==> src/design/uas_pkg.sv <==
// Shared constants and types for the audio session sequencer
package uas_pkg;
  // Core clock rate in MHz; the board is expected to supply a stable clock
  localparam int CORE_CLK_MHZ = 25;
  // Least continuous bus idle before suspend, in microseconds
  localparam int IDLE_TIME_US = 5000;
  // Internal reset stretch after power-up, in microseconds
  localparam int POR_TIME_US = 700;
  // Cycle counts derived from the times (exact at integer MHz)
  localparam int IDLE_CYC = IDLE_TIME_US * CORE_CLK_MHZ;
  localparam int POR_CYC = POR_TIME_US * CORE_CLK_MHZ;
  // Audio sample width and the bipolar zero code for two's complement
  localparam int SAMPLE_W = 16;
  localparam logic [SAMPLE_W-1:0] BIPOLAR_ZERO_LEVEL = 16'h0000;

  // Playback sequencing states
  typedef enum logic [1:0] {
    PB_IDLE = 2'b00,
    PB_PRIME = 2'b01,
    PB_PLAY = 2'b10,
    PB_DRAIN = 2'b11
  } uas_pb_e;

  // Events from the USB protocol engine, all on core_clk
  typedef struct packed {
    logic configured; // Level: device configured by host
    logic sof;        // Pulse: start-of-frame packet seen
    logic pkt_rx;     // Pulse: a whole 1 ms audio packet stored in the buffer
    logic play_end;   // Pulse: host ended or aborted the playback stream
    logic rec_sel;    // Pulse: interface selection with an operational record setting
    logic rec_zero;   // Pulse: record interface set to zero bandwidth
  } uas_ev_s;
endpackage

==> src/design/uas_cycle_timer.sv <==
// Saturating cycle timer that flags LIMIT counting cycles seen since the last clear; cycles without run pause it
`timescale 1ns/1ps
module uas_cycle_timer
  import uas_pkg::*;
#(
  parameter int LIMIT = 4,
  parameter int W = $clog2(LIMIT + 1)
) (
  input wire logic core_clk, // Core clock
  input wire logic rst_n,    // Synchronised reset, active low
  input wire logic run,      // Count this cycle
  input wire logic clear,    // Restart from zero
  output logic done          // Level: LIMIT run cycles seen since last clear
);
  logic [W-1:0] cnt;
  logic [W-1:0] next_cnt;
  logic next_done;

  localparam logic [W-1:0] LAST = W'(LIMIT - 1);

  // Count up while running, stop at the last value, clear wins
  always_comb begin
    next_cnt = cnt;
    next_done = done;
    if (clear) begin
      next_cnt = '0;
      next_done = 1'b0;
    end else if (run && !done) begin
      if (cnt == LAST) begin
        next_done = 1'b1;
      end else begin
        next_cnt = cnt + W'(1);
      end
    end
  end

  // Timer registers
  always_ff @(posedge core_clk or negedge rst_n) begin
    if (!rst_n) begin
      cnt <= '0;
      done <= 1'b0;
    end else begin
      cnt <= next_cnt;
      done <= next_done;
    end
  end
endmodule

==> src/design/uas_session_seq.sv <==
// Playback, record and suspend sequencing of a USB audio function
`timescale 1ns/1ps
module uas_session_seq
  import uas_pkg::*;
#(
  parameter int IDLE_CYCLES = IDLE_CYC,
  parameter int POR_CYCLES = POR_CYC,
  parameter int SW = SAMPLE_W
) (
  input wire logic core_clk,               // Core clock
  input wire logic arst_n,                 // Asynchronous reset, active low
  input wire logic bus_idle_pin,           // Bus line state is idle, from the pins
  input wire uas_ev_s ev,                  // Protocol engine events
  input wire logic buf_empty,              // Playback buffer holds no samples
  input wire logic [SW-1:0] buf_data,      // Sample at the buffer head
  input wire logic dac_tick,               // Pulse: one output sample period
  output logic buf_pop,                    // Pulse: sample taken from the buffer
  output logic [SW-1:0] dac_data,          // Sample toward the converter
  output logic capture_en,                 // Level: record capture running
  output logic suspend_indicator,          // Level: device suspended
  output logic core_rst_n                  // Internal reset released, active low
);
  logic rst_meta;
  logic rst_n;
  logic idle_meta;
  logic idle_sync;
  logic por_done;
  logic idle_done;
  uas_pb_e pb_st;
  uas_pb_e next_pb_st;
  logic next_buf_pop;
  logic [SW-1:0] next_dac_data;
  logic next_capture_en;
  logic next_suspend;
  logic active;

  // Reset release and bus idle synchronisers
  always_ff @(posedge core_clk or negedge arst_n) begin
    if (!arst_n) begin
      rst_meta <= 1'b0;
      rst_n <= 1'b0;
      idle_meta <= 1'b0;
      idle_sync <= 1'b0;
    end else begin
      rst_meta <= 1'b1;
      rst_n <= rst_meta;
      idle_meta <= bus_idle_pin;
      idle_sync <= idle_meta;
    end
  end

  // Power-up reset stretch, counted on the single core clock
  uas_cycle_timer #(
    .LIMIT(POR_CYCLES)
  ) u_por_timer (
    .core_clk(core_clk),
    .rst_n(rst_n),
    .run(1'b1),
    .clear(1'b0),
    .done(por_done)
  );

  // Bus idle interval, restarted by any non-idle cycle
  uas_cycle_timer #(
    .LIMIT(IDLE_CYCLES)
  ) u_idle_timer (
    .core_clk(core_clk),
    .rst_n(rst_n),
    .run(idle_sync),
    .clear(!idle_sync),
    .done(idle_done)
  );

  assign active = por_done && ev.configured;

  // Playback states that hold the output at bipolar zero
  function automatic logic pb_waiting(input uas_pb_e s);
    return s == PB_IDLE || s == PB_PRIME;
  endfunction

  // Playback states that take samples from the buffer
  function automatic logic pb_streaming(input uas_pb_e s);
    return s == PB_PLAY || s == PB_DRAIN;
  endfunction

  // Playback sequencing and output sample path
  always_comb begin
    next_pb_st = pb_st;
    unique case (pb_st)
      PB_IDLE: begin
        if (ev.pkt_rx) next_pb_st = PB_PRIME;
      end
      PB_PRIME: begin
        if (ev.sof) next_pb_st = PB_PLAY;
      end
      PB_PLAY: begin
        if (ev.play_end) next_pb_st = PB_DRAIN;
      end
      PB_DRAIN: begin
        if (buf_empty) next_pb_st = PB_IDLE;
      end
    endcase
    if (!active) next_pb_st = PB_IDLE;
    next_buf_pop = dac_tick && !buf_empty && pb_streaming(pb_st);
    if (next_buf_pop) begin
      next_dac_data = buf_data;
    end else if (dac_tick || pb_waiting(pb_st)) begin
      next_dac_data = BIPOLAR_ZERO_LEVEL;
    end else begin
      next_dac_data = dac_data;
    end
  end

  // Record capture and suspend control
  always_comb begin
    next_capture_en = capture_en;
    if (!active || ev.rec_zero) next_capture_en = 1'b0;
    if (active && ev.rec_sel) next_capture_en = 1'b1;
    next_suspend = idle_done && idle_sync;
  end

  // Sequencer registers
  always_ff @(posedge core_clk or negedge rst_n) begin
    if (!rst_n) begin
      pb_st <= PB_IDLE;
      buf_pop <= 1'b0;
      dac_data <= BIPOLAR_ZERO_LEVEL;
      capture_en <= 1'b0;
      suspend_indicator <= 1'b0;
      core_rst_n <= 1'b0;
    end else begin
      pb_st <= next_pb_st;
      buf_pop <= next_buf_pop;
      dac_data <= next_dac_data;
      capture_en <= next_capture_en;
      suspend_indicator <= next_suspend;
      core_rst_n <= por_done;
    end
  end

  // Helper: consecutive synchronised idle cycles, saturating
  localparam int RUN_W = $clog2(IDLE_CYCLES + 3);
  localparam logic [RUN_W-1:0] RUN_MAX = RUN_W'(IDLE_CYCLES + 1);
  logic [RUN_W-1:0] idle_run;
  always_ff @(posedge core_clk or negedge rst_n) begin
    if (!rst_n) begin
      idle_run <= '0;
    end else if (!idle_sync) begin
      idle_run <= '0;
    end else if (idle_run != RUN_MAX) begin
      idle_run <= idle_run + RUN_W'(1);
    end
  end
endmodule

==> config.mk <==
export PLATFORM = sky130hd
export DESIGN_NAME = uas_session_seq
export DESIGN_NICKNAME = d
export VERILOG_FILES = /design/src/design/uas_pkg.sv /design/src/design/uas_cycle_timer.sv /design/src/design/uas_session_seq.sv
export SDC_FILE = /design/constraint.sdc
export NUM_CORES = 1
export LEC_CHECK = 0
export BUFFER_PORTS_ARGS = -buffer_cell sky130_fd_sc_hd__buf_4
export CORE_MARGIN = 10
export CORE_UTILIZATION = 55
export DETAILED_ROUTE_END_ITERATION = 16
export PLACE_DENSITY = 0.76
export SLEW_MARGIN = 15
export SYNTH_ARGS = -nofsm -noshare
export SYNTH_HDL_FRONTEND = slang
export SYNTH_SLANG_ARGS = --single-unit
==> constraint.sdc <==
create_clock -name core_clk -period 2 [get_ports core_clk]
set_clock_uncertainty 0.05 [all_clocks]
set_input_delay 0.2 -clock core_clk [delete_from_list [all_inputs] [get_ports core_clk]]
set_output_delay 0.2 -clock core_clk [all_outputs]
set_load 0.02 [all_outputs]
Word level (Yosys, flattened, before mapping)
Cells that the tools add are included.

Bits in registers: 60. Latch bits: 0. Bits in writable memories: 0. Memory bits (read-only): 0. Memories kept: 0.

$add $sub $neg: 2. Multipliers: 0. Divide/modulo/power cells: 0. Magnitude comparators: 0. Eq/ne operators: 12. Shift operators: 0. Multiplexer cells: 18. Bitwise operators: 2. Reductions and logical operators: 20.

Operators by type and width (count): $mux W17 (3); $mux W16 (2); $add A17 B1 Y17 const B (1); $eq A17 B17 Y1 const B (1); $add A15 B1 Y15 const B (1); $eq A15 B15 Y1 const B (1); $ne A3 B3 Y1 const B (4); $mux W2 (5); $pmux W2 S4 (1); $mux W1 (7); $logic_and A1 B1 Y1 (6); $reduce_and A2 Y1 (3); $eq A2 B2 Y1 const B (2); $logic_or A1 B1 Y1 (4); $ne A2 B1 Y1 const B (2); $reduce_and A4 Y1 (1); $reduce_bool A2 Y1 (2); $logic_not A1 Y1 (3); $eq A2 B1 Y1 const B (1); $logic_not A2 Y1 (1); $ne A2 B2 Y1 const B (1); $not A1 Y1 (2).

Depth between registers and ports, before layout
Gate-level depths: netlist of the first run.

Word-level depth: 5. Gate-level depth with buffers: 6. Depth with buffers taken out: 6.

Modules after synthesis
Synthesis of the first run repeated with hierarchy kept, for this count alone.

Cells, all modules: 272. Area, all modules: 3005.4 sq um.

By module, submodules not included: uas_cycle_timer (u_idle_timer) (times used 1, cells each 115, area an instance 1109.8 sq um, sequential area each 450.4 sq um); uas_session_seq (times used 1, cells each 72, area an instance 1036.0 sq um, sequential area each 650.6 sq um); uas_cycle_timer (u_por_timer) (times used 1, cells each 85, area an instance 859.6 sq um, sequential area each 400.4 sq um).

Worst setup path before layout of the first run
OpenSTA, ideal clock, no wires.

Path kind: register -> register. From: register u_idle_timer.done. To: register u_idle_timer.cnt[15]. Library setup time: 0.079 ns. Data arrival time: 1.793 ns. Required time: 1.871 ns. Path slack: 0.078 ns. Cell stages (with the launch flop): 7. Period minus slack after synthesis: 1.922 ns. Path through: dfrtp_1 -> buf_6 -> nand4b_4 -> or4_1 -> buf_2 -> or4_1 -> a21oi_1.

Word-level cells in the longest chain between the ends: 4.

Ends and longest elaborated chain: start: declaration (RTL line uas_cycle_timer.sv:13) `output logic done`; start signal: assignment (RTL line uas_cycle_timer.sv:44) `done <= next_done;`; $logic_not A1 Y1 (RTL line uas_cycle_timer.sv:28) `end else if (run && !done) begin`; $logic_and A1 B1 Y1 (RTL line uas_cycle_timer.sv:28); $ne A2 B1 Y1 (no line); $reduce_and A2 Y1 (no line); end signal: assignment (RTL line uas_cycle_timer.sv:43) `cnt <= next_cnt;`; end: declaration (RTL line uas_cycle_timer.sv:15) `logic [W-1:0] cnt;`.

No other way between the ends. A chain may end at the register's enable or synchronous reset.

Worst setup path after layout of the first run
From: register u_idle_timer.cnt[5]. To: register u_idle_timer.cnt[15].

Word-level cells in the longest chain between the ends: 4.

Ends and longest elaborated chain: $add A17 B1 Y17 (RTL line uas_cycle_timer.sv:32) `next_cnt = cnt + W'(1);`; $mux W17 (RTL line uas_cycle_timer.sv:29) `if (cnt == LAST) begin`; $mux W17 (RTL line uas_cycle_timer.sv:28); $mux W17 (RTL line uas_cycle_timer.sv:25) `if (clear) begin`.

Several ways; a longest one is shown, not always the timed one. The select of a mux whose other input is x is not followed.

==> summary.txt, run 1 <==
CTS
  • Setup bufs post-CTS: 0
  • Clock slew seen by the registers of the worst setup and hold paths: 0.07 ns
  • Sink count of the clock tree: 60
  • CTS max path bufs: 2
  • CTS tree: done
  • CTS Buf Count: 9
  • Clock latency of the later-clocked register in the worst-skew pair: 0.33 ns
  • H-Tree Level Count: 3
  • Cell at the root of the clock tree: sky130_fd_sc_hd__clkbuf_8

Synthesis
  • Synth Instances: 226
  • Count of flip-flops with a built-in enable after synthesis: 0
  • Yosys cell types: 42
  • Area of the mapped netlist: 2610 um2
  • Post-Syn Area per Cell: 11.6 um2
  • Yosys reg bits: 60
  • Primary flip-flop cell chosen by synthesis mapping: sky130_fd_sc_hd__dfrtp_1
  • Mapped Nets: 259
  • Most numerous cell types in the synthesized netlist: sky130_fd_sc_hd__dfrtp_1 (60), sky130_fd_sc_hd__nor2_1 (22), sky130_fd_sc_hd__a22o_1 (16)
  • Portion of the post-synthesis area used by sequential elements: 57.5%
  • Main area contributors after synthesis: sky130_fd_sc_hd__dfrtp_1 (57%), sky130_fd_sc_hd__a22o_1 (5.4%), sky130_fd_sc_hd__xnor2_1 (4.4%), sky130_fd_sc_hd__xor2_1 (3.4%), sky130_fd_sc_hd__nor2_1 (3.2%)
  • Synth Warn #: 0
  • Area share of the leading cell type in the synthesized netlist: 57.5%
  • Async SR Flop Fraction: 100%
  • Largest area contributor in the netlist: sky130_fd_sc_hd__dfrtp_1
  • Most used standard cell by instance count after synthesis: sky130_fd_sc_hd__dfrtp_1

Critical path
  • Critical Path Most Common Cell: sky130_fd_sc_hd__or4_1
  • Worst reg2reg startpoint: u_idle_timer.cnt[5]$_DFFE_PN0P_
  • Data required time at the worst endpoint: 2.20 ns
  • Setup crit start kind: flop
  • CP arrival: 2.09 ns
  • Start-to-end type of the worst setup path: flop to flop
  • Ordered list of cells on the worst path: nand4b_4, or4_1, or4_1, a21oi_1
  • Highest cell delay on the worst timing path: 0.60 ns
  • Launch point of the critical path: u_idle_timer.cnt[5]$_DFFE_PN0P_
  • Reg2reg setup slack: 0.11 ns
  • Cell family with the largest share of critical-path delay: simple AND/OR/NAND/NOR gates
  • Buffers & Inverters on Critical Path: 0
  • Standard cell with the maximum stage delay on the critical path: sky130_fd_sc_hd__or4_1
  • Maximum fanout along the worst path: 7
  • Category of the worst setup path capture point: flop

Timing
  • Final Max Tran Viols: 0
  • Final number of hold-violating endpoints: 0
  • Max_slew headroom: 64.9%
  • Final setup violating endpoints: 0
  • Unrepaired setup endpoints after global routing: false
  • Shortest period the worst path allows: 1.89 ns
  • Max Fclk: 529 MHz
  • Share of the clock period used by the worst path after layout: 94.5%
  • Transition time at the pin with the least slew margin: 0.526 ns
  • Sum of negative setup slack: 0 ns

Pwr
  • P_leak: 0.00162 uW
  • Switching Share: 21.3%
  • Power share of the combinational group: 3.6%
  • VDD IR max: 0.742 mV
  • Net Sw Power: 533 uW
  • Clock network fraction of design power: 47.0%
  • Int Power: 1970 uW
  • Final Power: 2500 uW
  • Sequential group share of total power: 49.4%
  • PwrDens: 752 nW/um2

Route
  • Vias after detailed routing: 1950
  • Antenna Nets Post-Route: 0
  • Iteration-0 DRC count of the detailed router: 116
  • Ratio of routed vias to standard cells: 5.57
  • Wire length after detailed routing: 5.61 mm
  • Remaining DRCs: 0
  • TritonRoute pass-1 iters: 4
  • Average wire per standard cell: 16.0 um

Global route
  • Wire length of the first global-routing pass: 9.55 mm
  • Largest net degree at the start of global routing: 25
  • Number of global-route vias before repair: 2050
  • Initial antenna violation count: 0
  • All-Layer GR Usage: 15.8%
  • GRT Residual Overflow: 0

Floorplanning
  • I/O pin cnt: 47
  • Die area: 7910 um2
  • Horizontal extent of the die: 88.9 um
  • Effective utilization at floorplan: 56.1%
  • Row cnt: 25
  • Die span in y: 88.9 um
  • Area of the placeable core: 4660 um2

Finish
  • Area Overhead vs Synth: 27.4%
  • Layout cells sized above 1: 27.7%
  • Non-Filler Cell Area, Final: 3330 um2
  • Filler Cell Count: 359
  • ANT cells: 0
  • Post-layout net count: 324
  • Cell Count, Final, Fillers Out: 350

Worst hold path
  • HP Class: input port to flop
  • Start point of the worst hold path: buf_data[2]

Placement
  • Total placed instance area: 3090 um2
  • Half-perimeter wire length after detailed placement: 4.16 mm
  • Count of input and output buffers: 46
  • Global placer's final weighted congestion: 0.847
  • Total placed cells including tap cells: 332

Job
  • Max capacitance violation total: 0

Run status
  • Run status: finished clean
## final timing paths
kind	end	depth (start not counted)
min in group asynchronous	idle_meta$_DFF_PN0_	2
max	u_idle_timer.cnt[15]$_DFFE_PN0P_	4
min	dac_data[2]$_DFFE_PN0P_	2
max reg2reg	u_idle_timer.cnt[15]$_DFFE_PN0P_	4
max in group asynchronous	dac_data[13]$_DFFE_PN0P_	1
min reg2reg	dac_data[6]$_DFFE_PN0P_	0
## routing by layer
metal | routed length, um | GRT usage [%] | vias to the layer above
li1 | - | - | 938
met1 | 2450 | 18.5 | 966
met2 | 2800 | 25.7 | 40
met3 | 323 | 6.75 | 6
met4 | 41 | 5.14 | 0
met5 | 0 | 0 | -
## placed cells by master (no fill, tap or decap), drive strengths merged, types with 5 or more instances in the layout
master and count:
nor2b 5, clkinv 5, nor2 22, xnor2 13, dfrtp 60, a21oi 6
nand2 11, ha 6, buf 57, nor4 5, nand3 6, xor2 10
clkbuf 9, nor3 5, a22o 16, nand4 9, inv 8
## flip-flops by register name (all words and copies together), names as in the netlist
register           count
u_idle_timer.done      1
idle_meta              1
rst_meta               1
rst_n                  1
capture_en             1
dac_data              16
pb_st                  2
u_por_timer.cnt       15
u_idle_timer.cnt      17
suspend_indicator      1
buf_pop                1
u_por_timer.done       1
core_rst_n             1
idle_sync              1
## timing repair
action,4_1_cts,5_1_grt
hold endpoints to repair,5,0
endpoints found under the setup margin,0,1
hold buffers,2,0
gates resized for setup,0,1
## kinds of logic (layout without fill, tap and decap cells)
logic type	after synthesis	in the layout	share of synthesized area [%]
AND/OR/NAND/NOR	86	86	18.9
flip-flops	60	60	57.5
AO/OA/AOI/OAI	34	34	9.77
XOR/XNOR	23	23	7.71
buffers and inverters	14	84	2.35
adder cells (fa/ha/maj)	6	6	2.87
multiplexers	2	2	0.814
other	1	1	0.144
## power groups by stage
stage	clock, uW	combinational, uW	sequential (uW)
after detailed placement	0	87.3	1260
after floorplan	0	19.3	1270
after CTS	1200	90.6	1240
after global routing	1280	100	1240
after global placement	0	85.7	1260
final	1180	89.3	1240
## stage by stage
stage                     util (%)  hold WS [ns]  setup slack, ns
after detailed placement      66.3       -0.0498            0.125
after CTS                     71.4        0.0236            0.110
after global placement        66.3       -0.0548            0.184
final                         71.4        0.0392            0.110
after floorplan                  -        -0.146           0.0776
after global routing          71.4        0.0166           0.0215
## layout make-up
class	instances	area [um2]	area share, %
timing repair buffer	59	448	13.5
tap	54	67.6	2.03
multi-input combinational	152	1060	31.9
sequential	60	1500	45.2
clock buffer	9	124	3.72
inverter	9	33.8	1.02
clock inverter	7	91.3	2.74
Power figures use the tool's default switching activity.
==> run 2: changes to the inputs <==
--- a/config.mk
+++ b/config.mk
@@ -6,6 +6,7 @@
 export NUM_CORES = 1
 export LEC_CHECK = 0
 export BUFFER_PORTS_ARGS = -buffer_cell sky130_fd_sc_hd__buf_4
+export CORE_ASPECT_RATIO = 1.75
 export CORE_MARGIN = 10
 export CORE_UTILIZATION = 55
 export DETAILED_ROUTE_END_ITERATION = 16
==> run 2 against run 1 <==
Against the previous run:
- count of clock-buffer cells in the layout grew 3
- sequential power about the same
- global-route usage down 0.19 points
- maximum frequency is 4.7% higher
==> summary.txt, run 2 (synthesis results as in run 1) <==
Route
  • Average wire per standard cell: 16.7 um
  • Remaining DRCs: 0
  • TritonRoute pass-1 iters: 4
  • Wire length after detailed routing: 5.75 mm
  • Met2 wirelength from detailed routing: 3.43 mm
  • Met1 Wirelength: 2.03 mm
  • Vias after detailed routing: 1948
  • Uppermost metal layer occupied by signal nets: met4
  • Iteration-0 DRC count of the detailed router: 65
  • Ratio of routed vias to standard cells: 5.66
  • WL met3: 146 um
  • Antenna Nets Post-Route: 0

CTS
  • Cell at the root of the clock tree: sky130_fd_sc_hd__clkbuf_8
  • H-Tree Level Count: 3
  • Sink count of the clock tree: 60
  • Clock latency of the later-clocked register in the worst-skew pair: 0.34 ns
  • CTS Buf Count: 9
  • Clock slew seen by the registers of the worst setup and hold paths: 0.07 ns
  • CTS tree: done
  • Setup bufs post-CTS: 0
  • CTS max path bufs: 2

Floorplanning
  • Row cnt: 33
  • Effective utilization at floorplan: 56.0%
  • I/O pin cnt: 47
  • Die span in y: 111 um
  • Area of the placeable core: 4670 um2
  • Die area: 8020 um2
  • Horizontal extent of the die: 72.1 um

Critical path
  • Category of the worst setup path capture point: flop
  • End of the worst register-to-register path: u_idle_timer.cnt[15]$_DFFE_PN0P_
  • Worst reg2reg startpoint: u_idle_timer.cnt[5]$_DFFE_PN0P_
  • Setup crit start kind: flop
  • Launch point of the critical path: u_idle_timer.cnt[5]$_DFFE_PN0P_
  • Capture point of the worst path: u_idle_timer.cnt[15]$_DFFE_PN0P_
  • Data required time at the worst endpoint: 2.21 ns
  • Start-to-end type of the worst setup path: flop to flop
  • Maximum fanout along the worst path: 7
  • Reg2reg setup slack: 0.20 ns
  • Number of cells traversed by the worst register-to-register path: 4
  • CP arrival: 2.02 ns

Worst hold path
  • HP Class: input port to flop

Placement
  • Global placer's final weighted congestion: 0.771
  • Count of input and output buffers: 46
  • Half-perimeter wire length after detailed placement: 4.33 mm

Global route
  • Wire length of the first global-routing pass: 9.92 mm
  • All-Layer GR Usage: 15.6%
  • Initial antenna violation count: 0
  • Number of global-route vias before repair: 2096
  • GRT Residual Overflow: 0
  • Largest net degree at the start of global routing: 36

Timing
  • Final setup violating endpoints: 0
  • Share of the clock period used by the worst path after layout: 90.2%
  • Max Fclk: 554 MHz
  • Sum of negative setup slack: 0 ns
  • Worst hold slack after final layout: 0.0315 ns
  • Unrepaired setup endpoints after global routing: false
  • Final Max Tran Viols: 0
  • Shortest period the worst path allows: 1.80 ns
  • Final number of hold-violating endpoints: 0

Finish
  • ANT cells: 0
  • Biggest regs: u_idle_timer.cnt x17, dac_data x16, u_por_timer.cnt x15
  • Leading cell type in the layout, fill and taps excluded: sky130_fd_sc_hd__dfrtp_1
  • Area Overhead vs Synth: 25.0%
  • Reg with most FFs: u_idle_timer.cnt
  • Commonest non-fill, non-tap cells in the layout: sky130_fd_sc_hd__dfrtp_1 (59), sky130_fd_sc_hd__buf_4 (53), sky130_fd_sc_hd__nor2_1 (22), sky130_fd_sc_hd__a22o_1 (16), sky130_fd_sc_hd__xnor2_1 (13)
  • Layout cells sized above 1: 26.4%
  • Largest register FFs: 17
  • Post-layout net count: 321

Pwr
  • VDD IR max: 0.550 mV
  • PwrDens: 690 nW/um2
  • P_leak: 0.00159 uW

Job
  • Max capacitance violation total: 0

Run status
  • Run status: finished clean
[run 2: cell count changes in the layout (fill, tap and decap cells not counted), sizes merged]
cell      delta
buf          -3
bufinv       -2
clkbuf       +3
clkinv       -1
clkinvlp     -1
[run 2: area by class of cell]
cell class / count / area (um2)
repair buffers: 56 / 438
multi-input cells: 152 / 1060
well taps: 52 / 65.1
fillers: 349 / 1400
clock buffers: 12 / 145
inverters: 9 / 33.8
clock inverters: 3 / 15.0
flip-flops and latches: 60 / 1500
[run 2: worst min path at each step]
stage	from	endpoint	slack, ns	cells after the start
6_report	buf_data[4]	dac_data[4]$_DFFE_PN0P_	0.03	2
5_1_grt	buf_data[13]	dac_data[13]$_DFFE_PN0P_	0.03	2
4_1_cts	buf_data[13]	dac_data[13]$_DFFE_PN0P_	0.02	2
3_5_place_dp	arst_n	idle_meta$_DFF_PN0_	-0.05	1
3_3_place_gp	arst_n	idle_meta$_DFF_PN0_	-0.05	1
2_1_floorplan	arst_n	idle_meta$_DFF_PN0_	-0.15	0
[run 2: timing repair]
action	4_1_cts	5_1_grt
endpoints found under the hold margin	5	0
resized for setup	0	2
hold buffers	2	0
endpoints found under the setup margin	0	3
[run 2: critical path: stages (launching register included)]
cell and delay (ns):
sky130_fd_sc_hd__dfrtp_1 0.46, sky130_fd_sc_hd__nand4b_4 0.12, sky130_fd_sc_hd__or4_4 0.53, sky130_fd_sc_hd__or4_1 0.42, sky130_fd_sc_hd__a21oi_1 0.15
[run 2: power breakdown]
part           leakage (uW)  internal (uW)  switching [uW]
logic              0.000687           50.3            36.5
clock network     0.0000860            471             456
registers          0.000816           1220            15.2
total               0.00159           1740             508
[run 2: per-layer routing]
metal | vias up | global-route usage, %
li1 | 938 | -
met1 | 966 | 15.1
met2 | 30 | 28.6
met3 | 14 | 2.87
met4 | 0 | 9.60
met5 | - | 0
[run 2: metrics by stage]
step                      total power (uW)  std cells  worst slack (ns)  area, um2  util, %
final                                 2250        344             0.196       3260     70.0
after global routing                  2330        344            0.0272       3260     70.0
after CTS                             2270        344             0.112       3260     69.9
after detailed placement              1350        327             0.142       3080     66.0
after global placement                1340        327             0.172       3080     66.0
after floorplan                       1290        226            0.0776       2610        -
==> run 3: changes to the inputs <==
--- a/config.mk
+++ b/config.mk
@@ -8,9 +8,9 @@
 export BUFFER_PORTS_ARGS = -buffer_cell sky130_fd_sc_hd__buf_4
 export CORE_ASPECT_RATIO = 1.75
 export CORE_MARGIN = 10
-export CORE_UTILIZATION = 55
+export CORE_UTILIZATION = 50
 export DETAILED_ROUTE_END_ITERATION = 16
-export PLACE_DENSITY = 0.76
+export PLACE_DENSITY = 0.7
 export SLEW_MARGIN = 15
 export SYNTH_ARGS = -nofsm -noshare
 export SYNTH_HDL_FRONTEND = slang
==> run 3 against run 2 <==
Against the previous run:
- combinational power is 6.6% higher
- via count increased by 0.56%
- power rose by 20%
- maximum frequency fell by 3.7%
- hold slack improved by 0.0048 ns
- global-route usage hardly changed
- die area increased by 7.7%
- clock power rose by 48%
- first-iteration DRC count is 83% higher
- critical path type unchanged
- critical endpoint unchanged
==> summary.txt, run 3 (synthesis results as in run 1) <==
Finish
  • Area Overhead vs Synth: 28.7%
  • Utilization after layout: 67.0%
  • Biggest regs: u_idle_timer.cnt x17, dac_data x16, u_por_timer.cnt x15
  • Filler Cell Count: 389
  • Leading cell type in the layout, fill and taps excluded: sky130_fd_sc_hd__dfrtp_1
  • Commonest non-fill, non-tap cells in the layout: sky130_fd_sc_hd__dfrtp_1 (59), sky130_fd_sc_hd__buf_4 (53), sky130_fd_sc_hd__nor2_1 (22), sky130_fd_sc_hd__a22o_1 (16), sky130_fd_sc_hd__xnor2_1 (13)
  • ANT cells: 0
  • Layout cells sized above 1: 27.3%
  • Reg with most FFs: u_idle_timer.cnt
  • Largest register FFs: 17
  • Post-layout net count: 321

Placement
  • Count of input and output buffers: 46
  • Half-perimeter wire length after detailed placement: 4.49 mm
  • Global placer's final weighted congestion: 0.910

Critical path
  • Category of the worst setup path capture point: flop
  • Reg2reg setup slack: 0.13 ns
  • Number of cells traversed by the worst register-to-register path: 4
  • End of the worst register-to-register path: u_idle_timer.cnt[15]$_DFFE_PN0P_
  • Capture point of the worst path: u_idle_timer.cnt[15]$_DFFE_PN0P_
  • Launch point of the critical path: u_idle_timer.cnt[5]$_DFFE_PN0P_
  • Setup crit start kind: flop
  • CP arrival: 2.08 ns
  • Start-to-end type of the worst setup path: flop to flop
  • Worst reg2reg startpoint: u_idle_timer.cnt[5]$_DFFE_PN0P_
  • Data required time at the worst endpoint: 2.21 ns
  • Maximum fanout along the worst path: 7

Global route
  • Largest net degree at the start of global routing: 37
  • All-Layer GR Usage: 15.6%
  • Number of global-route vias before repair: 2129
  • Initial antenna violation count: 0
  • GRT Residual Overflow: 0
  • Wire length of the first global-routing pass: 10.3 mm

Floorplanning
  • Effective utilization at floorplan: 52.0%
  • Row cnt: 34
  • I/O pin cnt: 47
  • Die span in y: 116 um
  • Die area: 8630 um2
  • Horizontal extent of the die: 74.6 um
  • Area of the placeable core: 5020 um2

CTS
  • CTS Buf Count: 9
  • CTS max path bufs: 2
  • CTS tree: done
  • H-Tree Level Count: 3
  • Sink count of the clock tree: 60
  • Clock latency of the later-clocked register in the worst-skew pair: 0.33 ns
  • Cell at the root of the clock tree: sky130_fd_sc_hd__clkbuf_8
  • Clock slew seen by the registers of the worst setup and hold paths: 0.07 ns

Timing
  • Final setup violating endpoints: 0
  • Final number of hold-violating endpoints: 0
  • Sum of negative setup slack: 0 ns
  • Share of the clock period used by the worst path after layout: 93.7%
  • Final Max Tran Viols: 0
  • Unrepaired setup endpoints after global routing: false
  • Max_slew headroom: 66.6%
  • Transition time at the pin with the least slew margin: 0.500 ns
  • Max Fclk: 534 MHz
  • Shortest period the worst path allows: 1.87 ns

Route
  • Vias after detailed routing: 1959
  • Remaining DRCs: 0
  • Antenna Nets Post-Route: 0
  • Average wire per standard cell: 17.7 um
  • Wire length after detailed routing: 6.14 mm
  • TritonRoute pass-1 iters: 4
  • Iteration-0 DRC count of the detailed router: 119
  • Ratio of routed vias to standard cells: 5.65

Pwr
  • VDD IR max: 0.940 mV
  • PwrDens: 801 nW/um2
  • P_leak: 0.00163 uW

Worst hold path
  • HP Class: input port to flop

Run status
  • Run status: finished clean

Job
  • Max capacitance violation total: 0
==> run 3: worst min path at each step <==
stage | from | end | slack (ns) | cells past startpoint
final | buf_data[15] | dac_data[15]$_DFFE_PN0P_ | 0.04 | 2
after CTS | buf_data[2] | dac_data[2]$_DFFE_PN0P_ | 0.02 | 2
after floorplan | arst_n | idle_meta$_DFF_PN0_ | -0.15 | 0
after detailed placement | arst_n | idle_sync$_DFF_PN0_ | -0.05 | 1
after global routing | buf_data[15] | dac_data[15]$_DFFE_PN0P_ | 0.02 | 2
after global placement | arst_n | rst_meta$_DFF_PN0_ | -0.05 | 1
==> run 3: cell type report <==
class                           instances  area (um2)  area share (%)
Inverter                                9        33.8            1.00
Clock inverter                          4        95.1            2.83
Multi-Input combinational cell        152        1070            31.8
Clock buffer                           12         155            4.61
Sequential cell                        60        1500            44.7
Timing Repair Buffer                   56         438            13.0
Tap cell                               54        67.6            2.01
==> run 3: repair_timing <==
action / in CTS / in global routing
endpoints found under the setup margin: 0 / 3
hold buffers: 2 / 0
gates resized for setup: 0 / 3
setup buffers: 0 / 0
hold endpoints to repair: 5 / 0
==> run 3: worst max-delay path, stage by stage (launching register included) <==
cell and delay, ns:
sky130_fd_sc_hd__dfrtp_1 0.46, sky130_fd_sc_hd__nand4b_4 0.17, sky130_fd_sc_hd__or4_4 0.56, sky130_fd_sc_hd__or4_1 0.41, sky130_fd_sc_hd__a21oi_1 0.15
==> run 3: through the flow <==
| step | total power, uW | worst slack (ns) | hold slack [ns] | cells | cell area (um2) |
|---|---|---|---|---|---|
| after floorplan | 1290 | 0.0776 | -0.146 | 226 | 2610 |
| after global placement | 1350 | 0.110 | -0.0542 | 329 | 3080 |
| after detailed placement | 1350 | 0.0690 | -0.0522 | 329 | 3080 |
| after CTS | 2720 | 0.0596 | 0.0180 | 347 | 3350 |
| after global routing | 2790 | 0.0231 | 0.0219 | 347 | 3360 |
| final | 2690 | 0.127 | 0.0363 | 347 | 3360 |
==> run 3: layer usage <==
| layer | track usage (%) | up-vias | wire length [um] |
|---|---|---|---|
| met1 | 15.7 | 972 | 2300 |
| met2 | 28.7 | 38 | 3520 |
| met3 | 4.11 | 12 | 220 |
| li1 | - | 937 | - |
| met5 | 0 | - | 0 |
| met4 | 7.23 | 0 | 108 |
==> run 3: report_power, final <==
group	internal, uW	switching [uW]
Sequential	1220	14.2
Clock	895	470
Combinational	52.5	40.1
